$ cat src/design/swc_pkg.sv
// Purpose: shared constants for suspend and warm-up control
// Assumes: 25 MHz oscillator clock, APB register access
// Notes: offsets are byte addresses on a 32-bit APB
package swc_pkg;
  localparam logic [11:0] ADDR_POWER_CONTROL = 12'h000;
  localparam logic [11:0] ADDR_SUSPEND_KEY = 12'h004;
  localparam logic [11:0] ADDR_STATUS = 12'h008;
  localparam logic [7:0] SUSPEND_KEY_VALUE = 8'h55;
  localparam logic [3:0] POWER_CONTROL_RST = 4'h0;
  localparam logic [7:0] SUSPEND_KEY_RST = 8'h00;
  localparam int HALT_BIT = 0;
  localparam int STOP_BIT = 1;
  localparam int FLAG_A_BIT = 2;
  localparam int FLAG_B_BIT = 3;
  localparam int OPT_RESET_PIN_BIT = 5;
  localparam int OPT_BROWNOUT_BIT = 4;
  localparam int OPT_WATCHDOG_BIT = 3;
  localparam logic [2:0] OSC_CERAMIC_A = 3'h5;
  localparam logic [2:0] OSC_CERAMIC_B = 3'h6;
  localparam int WARM_RC_CLKS = 128;
  localparam int WARM_CERAMIC_CLKS = 4096;
  localparam int CLK_HZ = 25_000_000;
  localparam int REGULATOR_SETTLE_MS = 6;
  localparam int SETTLE_CYCLES_DEF = (REGULATOR_SETTLE_MS * CLK_HZ + 999) / 1000;

  typedef enum logic [2:0] {
    ST_SETTLE,
    ST_WARM,
    ST_RUN,
    ST_HALT,
    ST_STOP,
    ST_HOLD
  } swc_state_t;

  function automatic logic swc_is_ceramic(input logic [2:0] osc);
    return (osc == OSC_CERAMIC_A) || (osc == OSC_CERAMIC_B);
  endfunction : swc_is_ceramic
endpackage : swc_pkg

$ cat src/design/swc_wu_if.sv
// Purpose: link between controller and warm-up counter
// Assumes: one clock domain
// Notes: start restarts a running count
`timescale 1ns/10ps
`default_nettype none
interface swc_wu_if;
  logic start;
  logic ceramic;
  logic busy;
  logic done;
  modport ctrl (output start, output ceramic, input busy, input done);
  modport cnt (input start, input ceramic, output busy, output done);
endinterface : swc_wu_if
`default_nettype wire

$ cat src/design/swc_top.sv
// Purpose: halt and clock-stop entry and exit, warm-up gating
// Assumes: option straps stable at reset release
// Notes: registers reached over APB with no wait states
// Functional notes
// RL1: stop bit after key enters clock stop; interrupt or reset clears it.
// RL2: halt bit after key enters CPU halt; interrupt or reset clears it.
// RL3: both bits set means clock stop; halt request ignored.
// RL4: software writes key 55H then mode bit in the very next access.
// RL5: broken sequence clears key or mode bit a cycle later, no entry.
// RL6: halt stops CPU clock only; peripherals keep running.
// RL7: clock stop gates every clock and the oscillator.
// RL8: warm-up runs after power-on, pin, brownout reset and stop wake.
// RL9: RC oscillator warm-up lasts 128 clocks.
// RL10: ceramic resonator warm-up lasts 4096 clocks.
// RL11: power-on waits about 6 ms for regulator before warm-up.
// RL12: option bit 5 picks reset pin (0) or general I/O (1).
// RL13: option bit 4 enables brownout reset.
// RL14: option bit 3 enables watchdog.
// RL15: oscillator codes 101 and 110 pick ceramic, others RC.
// RL16: power control bits 3 and 2 are plain software flags.
// RL17: leaving low power also clears the suspend key.
// RL18: software places three no-ops after the mode bit write.
// RL19: interrupt in clock stop restarts oscillator, warms up, then resumes.
// RL20: reset out of low power restarts at zero, memory untouched.
// RL21: warm-up counts raw clocks with clock gates held closed.
//
// The APB interface to the registers and the placing of the registers were decided locally.
`timescale 1ns/10ps
`default_nettype none
module swc_top
  import swc_pkg::*;
#(
  parameter int SETTLE_CYCLES = SETTLE_CYCLES_DEF,
  parameter int SW = 18
) (
  input wire logic clk_i,
  input wire logic rst_b_i,
  input wire logic psel_i,
  input wire logic penable_i,
  input wire logic pwrite_i,
  input wire logic [11:0] paddr_i,
  input wire logic [31:0] pwdata_i,
  output logic [31:0] prdata_o,
  output logic pready_o,
  output logic pslverr_o,
  input wire logic [5:0] option_i,
  input wire logic reset_pin_b_i,
  input wire logic brownout_i,
  input wire logic wdt_reset_i,
  input wire logic irq_i,
  input wire logic ext_irq_i,
  output logic cpu_clk_en_o,
  output logic periph_clk_en_o,
  output logic osc_en_o,
  output logic cpu_reset_o,
  output logic halt_o,
  output logic stop_o,
  output logic pin_is_gpio_o,
  output logic brownout_en_o,
  output logic watchdog_en_o,
  output logic ceramic_sel_o
);
  swc_state_t state_reg;
  swc_state_t state_next;
  logic [5:0] opt_reg;
  logic opt_loaded_reg;
  logic [3:0] power_control_reg;
  logic [7:0] suspend_key_reg;
  logic armed_reg;
  logic kill_key_reg;
  logic kill_mode_reg;
  logic need_warm_reg;
  logic from_reset_reg;
  logic [SW-1:0] settle_reg;
  logic [31:0] prdata_reg;
  logic slverr_reg;
  logic pin_rst;
  logic bo_rst;
  logic wd_rst;
  logic any_rst;
  logic acc;
  logic wr;
  logic key_wr;
  logic power_control_wr;
  logic mode_req;
  logic enter;
  logic exit_lp;
  logic settle_done;
  logic mapped;

  swc_wu_if wu ();

  swc_warmup #(
    .CW(13)
  ) u_warmup (
    .clk_i(clk_i),
    .rst_b_i(rst_b_i),
    .wu(wu.cnt)
  );

  // option straps caught once after reset release
  always_ff @(posedge clk_i or negedge rst_b_i) begin
    if (!rst_b_i) begin
      opt_reg <= 6'h00;
      opt_loaded_reg <= 1'b0;
    end else if (!opt_loaded_reg) begin
      opt_reg <= option_i;
      opt_loaded_reg <= 1'b1;
    end
  end

  assign pin_is_gpio_o = opt_reg[OPT_RESET_PIN_BIT]; // [RL12]
  assign brownout_en_o = opt_reg[OPT_BROWNOUT_BIT]; // [RL13]
  assign watchdog_en_o = opt_reg[OPT_WATCHDOG_BIT]; // [RL14]
  assign ceramic_sel_o = swc_is_ceramic(opt_reg[2:0]); // [RL15]
  assign wu.ceramic = ceramic_sel_o;

  // reset sources, each gated by its option
  assign pin_rst = !opt_reg[OPT_RESET_PIN_BIT] && !reset_pin_b_i; // [RL12]
  assign bo_rst = opt_reg[OPT_BROWNOUT_BIT] && brownout_i; // [RL13]
  assign wd_rst = opt_reg[OPT_WATCHDOG_BIT] && wdt_reset_i; // [RL14]
  assign any_rst = opt_loaded_reg && (pin_rst || bo_rst || wd_rst);

  // bus decode
  assign acc = psel_i && penable_i;
  assign wr = acc && pwrite_i;
  assign key_wr = wr && (paddr_i == ADDR_SUSPEND_KEY);
  assign power_control_wr = wr && (paddr_i == ADDR_POWER_CONTROL);
  assign mode_req = power_control_wr && (pwdata_i[HALT_BIT] || pwdata_i[STOP_BIT]);
  assign enter = mode_req && armed_reg && (state_reg == ST_RUN)
    && (suspend_key_reg == SUSPEND_KEY_VALUE); // [RL1] [RL2]
  assign mapped = (paddr_i == ADDR_POWER_CONTROL) || (paddr_i == ADDR_SUSPEND_KEY)
    || (paddr_i == ADDR_STATUS);
  assign pready_o = 1'b1;
  assign prdata_o = prdata_reg;
  assign pslverr_o = slverr_reg && acc;

  // key armed only until the next completed access
  always_ff @(posedge clk_i or negedge rst_b_i) begin
    if (!rst_b_i) begin
      armed_reg <= 1'b0;
    end else if (any_rst) begin
      armed_reg <= 1'b0;
    end else if (acc) begin
      armed_reg <= key_wr && (pwdata_i[7:0] == SUSPEND_KEY_VALUE);
    end
  end

  // broken sequence cleanup, one cycle later
  always_ff @(posedge clk_i or negedge rst_b_i) begin
    if (!rst_b_i) begin
      kill_key_reg <= 1'b0;
      kill_mode_reg <= 1'b0;
    end else begin
      kill_key_reg <= acc && armed_reg && !enter; // [RL5]
      kill_mode_reg <= mode_req && !enter; // [RL5]
    end
  end

  assign exit_lp = ((state_reg == ST_HALT) && irq_i)
    || ((state_reg == ST_STOP) && ext_irq_i)
    || (((state_reg == ST_HALT) || (state_reg == ST_STOP)) && any_rst);

  always_ff @(posedge clk_i or negedge rst_b_i) begin
    if (!rst_b_i) begin
      power_control_reg <= POWER_CONTROL_RST;
    end else if (any_rst) begin
      power_control_reg <= POWER_CONTROL_RST; // [RL1] [RL2]
    end else if (exit_lp) begin
      power_control_reg[STOP_BIT] <= 1'b0; // [RL1]
      power_control_reg[HALT_BIT] <= 1'b0; // [RL2]
    end else if (power_control_wr) begin
      power_control_reg <= pwdata_i[3:0]; // [RL16]
    end else if (kill_mode_reg) begin
      power_control_reg[STOP_BIT] <= 1'b0; // [RL5]
      power_control_reg[HALT_BIT] <= 1'b0; // [RL5]
    end
  end

  always_ff @(posedge clk_i or negedge rst_b_i) begin
    if (!rst_b_i) begin
      suspend_key_reg <= SUSPEND_KEY_RST;
    end else if (any_rst || exit_lp) begin
      suspend_key_reg <= SUSPEND_KEY_RST; // [RL17]
    end else if (key_wr) begin
      suspend_key_reg <= pwdata_i[7:0];
    end else if (kill_key_reg) begin
      suspend_key_reg <= SUSPEND_KEY_RST; // [RL5]
    end
  end

  // read data captured in the setup cycle
  always_ff @(posedge clk_i or negedge rst_b_i) begin
    if (!rst_b_i) begin
      prdata_reg <= 32'h0000_0000;
      slverr_reg <= 1'b0;
    end else if (psel_i && !penable_i) begin
      slverr_reg <= !mapped;
      unique case (paddr_i)
        ADDR_POWER_CONTROL: prdata_reg <= {28'h0000000, power_control_reg};
        ADDR_SUSPEND_KEY: prdata_reg <= {24'h000000, suspend_key_reg};
        ADDR_STATUS: prdata_reg <= {18'h00000, opt_reg, 3'h0, wu.busy,
          from_reset_reg, stop_o, halt_o, cpu_clk_en_o};
        default: prdata_reg <= 32'h0000_0000;
      endcase
    end
  end

  // regulator settle after power-on
  always_ff @(posedge clk_i or negedge rst_b_i) begin
    if (!rst_b_i) begin
      settle_reg <= '0;
    end else if (state_reg == ST_SETTLE) begin
      settle_reg <= settle_reg + 1'b1; // [RL11]
    end
  end

  assign settle_done = (settle_reg == SW'(SETTLE_CYCLES - 1));

  always_ff @(posedge clk_i or negedge rst_b_i) begin
    if (!rst_b_i) begin
      need_warm_reg <= 1'b0;
    end else if (any_rst) begin
      // stop or cut warm-up: oscillator not yet trusted
      need_warm_reg <= ((state_reg == ST_HOLD) && need_warm_reg) || (state_reg == ST_STOP)
        || (state_reg == ST_WARM) || pin_rst || bo_rst; // [RL8]
    end
  end

  // restart from zero after reset; memory is not touched here
  always_ff @(posedge clk_i or negedge rst_b_i) begin
    if (!rst_b_i) begin
      from_reset_reg <= 1'b1;
    end else if (any_rst && (state_reg != ST_SETTLE)) begin
      from_reset_reg <= 1'b1; // [RL20]
    end else if (state_next == ST_RUN) begin
      from_reset_reg <= 1'b0;
    end
  end

  assign wu.start = ((state_reg == ST_SETTLE) && settle_done)
    || ((state_reg == ST_HOLD) && !any_rst && need_warm_reg)
    || ((state_reg == ST_STOP) && ext_irq_i && !any_rst); // [RL8] [RL19]

  always_comb begin
    state_next = state_reg;
    if (any_rst && (state_reg != ST_SETTLE)) begin
      state_next = ST_HOLD;
    end else begin
      unique case (state_reg)
        ST_SETTLE: if (settle_done) state_next = ST_WARM; // [RL11]
        ST_HOLD: state_next = need_warm_reg ? ST_WARM : ST_RUN; // [RL8]
        ST_WARM: if (wu.done) state_next = ST_RUN; // [RL21]
        ST_RUN: begin
          if (enter) begin
            state_next = pwdata_i[STOP_BIT] ? ST_STOP : ST_HALT; // [RL3]
          end
        end
        ST_HALT: if (irq_i) state_next = ST_RUN; // [RL2]
        ST_STOP: if (ext_irq_i) state_next = ST_WARM; // [RL19]
      endcase
    end
  end

  always_ff @(posedge clk_i or negedge rst_b_i) begin
    if (!rst_b_i) begin
      state_reg <= ST_SETTLE;
    end else begin
      state_reg <= state_next;
    end
  end

  assign cpu_clk_en_o = (state_reg == ST_RUN); // [RL6] [RL21]
  assign periph_clk_en_o = (state_reg == ST_RUN) || (state_reg == ST_HALT); // [RL6] [RL7]
  assign osc_en_o = (state_reg != ST_STOP); // [RL7]
  assign halt_o = (state_reg == ST_HALT);
  assign stop_o = (state_reg == ST_STOP);
  assign cpu_reset_o = from_reset_reg && (state_reg != ST_RUN); // [RL20]
endmodule : swc_top
`default_nettype wire

$ cat src/design/swc_warmup.sv
// Purpose: oscillator warm-up counter
// Assumes: ceramic select stable during a count
// Notes: busy lasts exactly the selected number of clocks
`timescale 1ns/10ps
`default_nettype none
module swc_warmup
  import swc_pkg::*;
#(
  parameter int CW = 13
) (
  input wire logic clk_i,
  input wire logic rst_b_i,
  swc_wu_if.cnt wu
);
  logic [CW-1:0] cnt_reg;
  logic busy_reg;
  logic [CW-1:0] term;
  logic [CW:0] run_len_reg;

  assign term = wu.ceramic ? CW'(WARM_CERAMIC_CLKS - 1) : CW'(WARM_RC_CLKS - 1); // [RL9] [RL10]
  assign wu.busy = busy_reg;
  assign wu.done = busy_reg && (cnt_reg == term);

  // raw oscillator cycles, no prescale
  always_ff @(posedge clk_i or negedge rst_b_i) begin
    if (!rst_b_i) begin
      busy_reg <= 1'b0;
      cnt_reg <= '0;
    end else if (wu.start) begin
      busy_reg <= 1'b1;
      cnt_reg <= '0;
    end else if (busy_reg) begin
      if (cnt_reg == term) begin
        busy_reg <= 1'b0;
      end else begin
        cnt_reg <= cnt_reg + 1'b1; // [RL21]
      end
    end
  end

  always_ff @(posedge clk_i or negedge rst_b_i) begin
    if (!rst_b_i) begin
      run_len_reg <= '0;
    end else if (wu.start) begin
      run_len_reg <= '0;
    end else if (busy_reg) begin
      run_len_reg <= run_len_reg + 1'b1;
    end
  end
endmodule : swc_warmup
`default_nettype wire

$ cat config.mk
export PLATFORM = sky130hd
export DESIGN_NAME = swc_top
export DESIGN_NICKNAME = d
export VERILOG_FILES = /design/src/design/swc_pkg.sv /design/src/design/swc_wu_if.sv /design/src/design/swc_top.sv /design/src/design/swc_warmup.sv
export SDC_FILE = /design/constraint.sdc
export NUM_CORES = 1
export LEC_CHECK = 0
export BUFFER_PORTS_ARGS = -buffer_cell sky130_fd_sc_hd__buf_2
export CORE_ASPECT_RATIO = 0.5
export CORE_MARGIN = 5
export CORE_UTILIZATION = 50
export CTS_BUF_LIST = sky130_fd_sc_hd__clkbuf_16
export CTS_CLUSTER_DIAMETER = 50
export CTS_CLUSTER_SIZE = 20
export DETAILED_ROUTE_END_ITERATION = 7
export PLACE_DENSITY = 0.81
export SETUP_SLACK_MARGIN = 0.02
export SYNTH_ARGS = -nofsm -noshare
export SYNTH_HDL_FRONTEND = slang
export SYNTH_SLANG_ARGS = --single-unit
$ cat constraint.sdc
create_clock -name clk_i -period 5.35 [get_ports clk_i]
set_input_delay 0.8025 -clock clk_i [delete_from_list [all_inputs] [get_ports clk_i]]
set_output_delay 0.8025 -clock clk_i [all_outputs]
set_load 0.1 [all_outputs]
==> results.sh <==
export IMPL_outcome="finished, final reports clean"
export IMPL_powerDensity_nw_per_um2=421
export IMPL_slowest_delay_ns=0.68
export IMPL_path_delay_family="flip-flops"
export IMPL_core_rowCount=22
export IMPL_final_setup_skew_ns=0.00583
export IMPL_grt_overflow_total=0
export IMPL_cap_violations=0
export IMPL_clockRootBuffer="clkbuf_16"
export IMPL_clk_pin_slew_ns=0.06
export IMPL_min_period_ns=3.01
export IMPL_synth_flop_cell="dfrtp_1"
export IMPL_drt_iter0_markers=220
export IMPL_drt_wl_total_mm=8.40
export IMPL_layout_common_cells="dfrtp_1 (73), buf_2 (60), nor2_1 (41)"
export IMPL_grt_max_degree=63
export IMPL_placed_cells=512
export IMPL_multi_input_area_sq_um=1800
export IMPL_viasPerCell=5.51
export IMPL_min_path_type="in -> async"
export IMPL_start_kind="flop"
export IMPL_postCtsSetupBuffers=0
export IMPL_ys_seq_area_share_pct=48.5
export IMPL_final_common_cell="dfrtp_1"
export IMPL_ys_seq_elements=74
export IMPL_critPathKind="reg -> out"
export IMPL_die_w_um=134
export IMPL_synth_edf_count=0
export IMPL_clock_sinks=74
export IMPL_cts_tree="built"
export IMPL_final_nets=489
export IMPL_grt_pass1_wl_mm=14.1
export IMPL_critPathRequiredTime_ns=4.55
export IMPL_coreArea_sq_um=7380
export IMPL_vdd_drop_max_uv=180
export IMPL_io_pins=104
export IMPL_critPathSlowestCell="dfrtp_1"
export IMPL_rsz0062_at_grt="no"
export IMPL_relSlewSlack_pct=36.9
export IMPL_synthesis_area_sq_um=3820
export IMPL_cts_max_level=3
export IMPL_fill_cells=603
export IMPL_largest_reg_flops=18
export IMPL_cts_buffers=9
export IMPL_drc=0
export IMPL_die_area_sq_um=9590
export IMPL_wire_per_inst_um=15.9
export IMPL_fmax_mhz=333
export IMPL_dpl_hpwl_mm=6.00
export IMPL_vias=2902
export IMPL_totalNegativeSetupSlack_ns=0
export IMPL_cts_resized=0
export IMPL_synth_area_per_cell_sq_um=10.4
export IMPL_ff_latch_area_sq_um=1850
export IMPL_crit_fanout=15
export IMPL_io_buffers=60
export IMPL_fin_cells=527
export IMPL_ys_types=63
export IMPL_grt_usage_pct=18.5
export IMPL_endpoint_kind="output pin"
export IMPL_antenna_found_initial=0
export IMPL_gp_congestion=0.848
export IMPL_drv_slew=0
export IMPL_crit_buf_inv=1
export IMPL_setup_viol=0
export IMPL_drt_antenna_violating_nets=0
export IMPL_cp_cell_sequence="nor3b_1 -> buf_2"
export IMPL_arrival_ns=2.20
export IMPL_leakagePower_uw=0.00211
export IMPL_postCtsHoldBufs=0
export IMPL_post_route_period_util_pct=56.2
export IMPL_hold_viol_final=0
export IMPL_die_h_um=71.8
export IMPL_synthCells=368
export IMPL_syn2layout_area_growth_pct=15.0
export IMPL_drt_pass1_iterations=4
export IMPL_grt_pass1_vias=2898
export IMPL_yosys_warnings=0
export IMPL_start_util_pct=51.8
export IMPL_worstMarginPinSlew_ns=0.940
export IMPL_async_flop_share_pct=100
export IMPL_n_antenna_cell=0
export IMPL_drive_gt1_share_pct=23.7
export IMPL_rrSetupSlack_ns=2.92
export IMPL_clkLatencyLatePin_ns=0.33
export IMPL_ctsLongestPathBuffers=2
==> logic make-up after synthesis <==
kind of cell | after synthesis | share of synthesized area, %
AO/OA/AOI/OAI | 58 | 11.9
flip-flops | 74 | 48.5
adder cells (fa/ha/maj) | 2 | 0.655
XOR/XNOR | 31 | 7.11
AND/OR/NAND/NOR | 147 | 21.6
buffers and inverters | 40 | 6.12
multiplexers | 14 | 3.93
other | 2 | 0.197
==> through the flow <==
step | instance area (sq um) | hold slack, ns | setup WS, ns | total power, uW | utilization, %
after CTS | 4390 | 0.339 | 2.37 | 1860 | 59.5
after floorplan | 3890 | 0.434 | 0.154 | 1190 | -
after global routing | 4390 | 0.359 | 2.24 | 1940 | 59.5
final | 4390 | 0.334 | 2.34 | 1850 | 59.5
after global placement | 4120 | 0.451 | 2.77 | 1280 | 55.8
after detailed placement | 4120 | 0.449 | 2.74 | 1290 | 55.8
==> synth_stat cells (all sizes together), types with 3 or more instances <==
| cell type | number | area share [%] |
|---|---|---|
| nand2b | 3 | 0.49 |
| mux2i | 6 | 1.6 |
| nor3b | 7 | 1.8 |
| o21ai | 11 | 1.4 |
| dfrtp | 73 | 48 |
| buf | 22 | 4.2 |
| nand2 | 24 | 2.4 |
| a22o | 17 | 3.9 |
| inv | 9 | 0.88 |
| nor2b | 5 | 0.88 |
| xnor2 | 10 | 2.3 |
| and2 | 6 | 0.98 |
| mux2 | 8 | 2.4 |
| o211ai | 4 | 0.92 |
| a31oi | 3 | 0.49 |
| nor2 | 41 | 4.0 |
| nand4 | 16 | 2.6 |
| nor4b | 3 | 0.85 |
| and3 | 11 | 1.9 |
| clkbuf | 8 | 0.79 |
| a21oi | 8 | 1.1 |
| nor4 | 3 | 0.65 |
| nand3 | 13 | 1.8 |
| xor2 | 21 | 4.8 |
| nor3 | 6 | 1.2 |
==> final cells by class <==
type	count	share of cell area, %
clock buffers	9	5.13
clock inverters	6	1.17
inverters	9	0.769
multi-input cells	272	41.0
flip-flops and latches	74	42.2
well taps	96	2.74
repair buffers	61	7.01
==> report_power, final <==
part           switching [uW]  internal [uW]  total, uW
registers                 103            624        727
logic                     404            157        560
clock network             213            351        564
total                     719           1130       1850
==> worst paths after layout <==
path	startpoint	to	cells after the start
setup / recovery	state_reg[2]	stop_o	2
hold reg to reg	settle_reg[17]	settle_reg[17]	1
min in group clk_i	settle_reg[17]	settle_reg[17]	1
setup reg to reg	u_warmup.cnt_reg[9]	from_reset_reg	6
max in group asynchronous	rst_b_i	prdata_o[4]	2
hold / removal	rst_b_i	u_warmup.wu.busy	1
==> metal layers <==
layer | wire length (um) | track usage [%] | up-vias | share of wire [%]
met5 | 0 | 0 | - | 0
met4 | 99 | 5.59 | 0 | 1.2
met3 | 465 | 5.33 | 11 | 5.5
met2 | 4230 | 31.7 | 78 | 50
met1 | 3610 | 22.9 | 1433 | 43
li1 | - | - | 1380 | -
No activity file was read; power rests on OpenSTA's default activity.
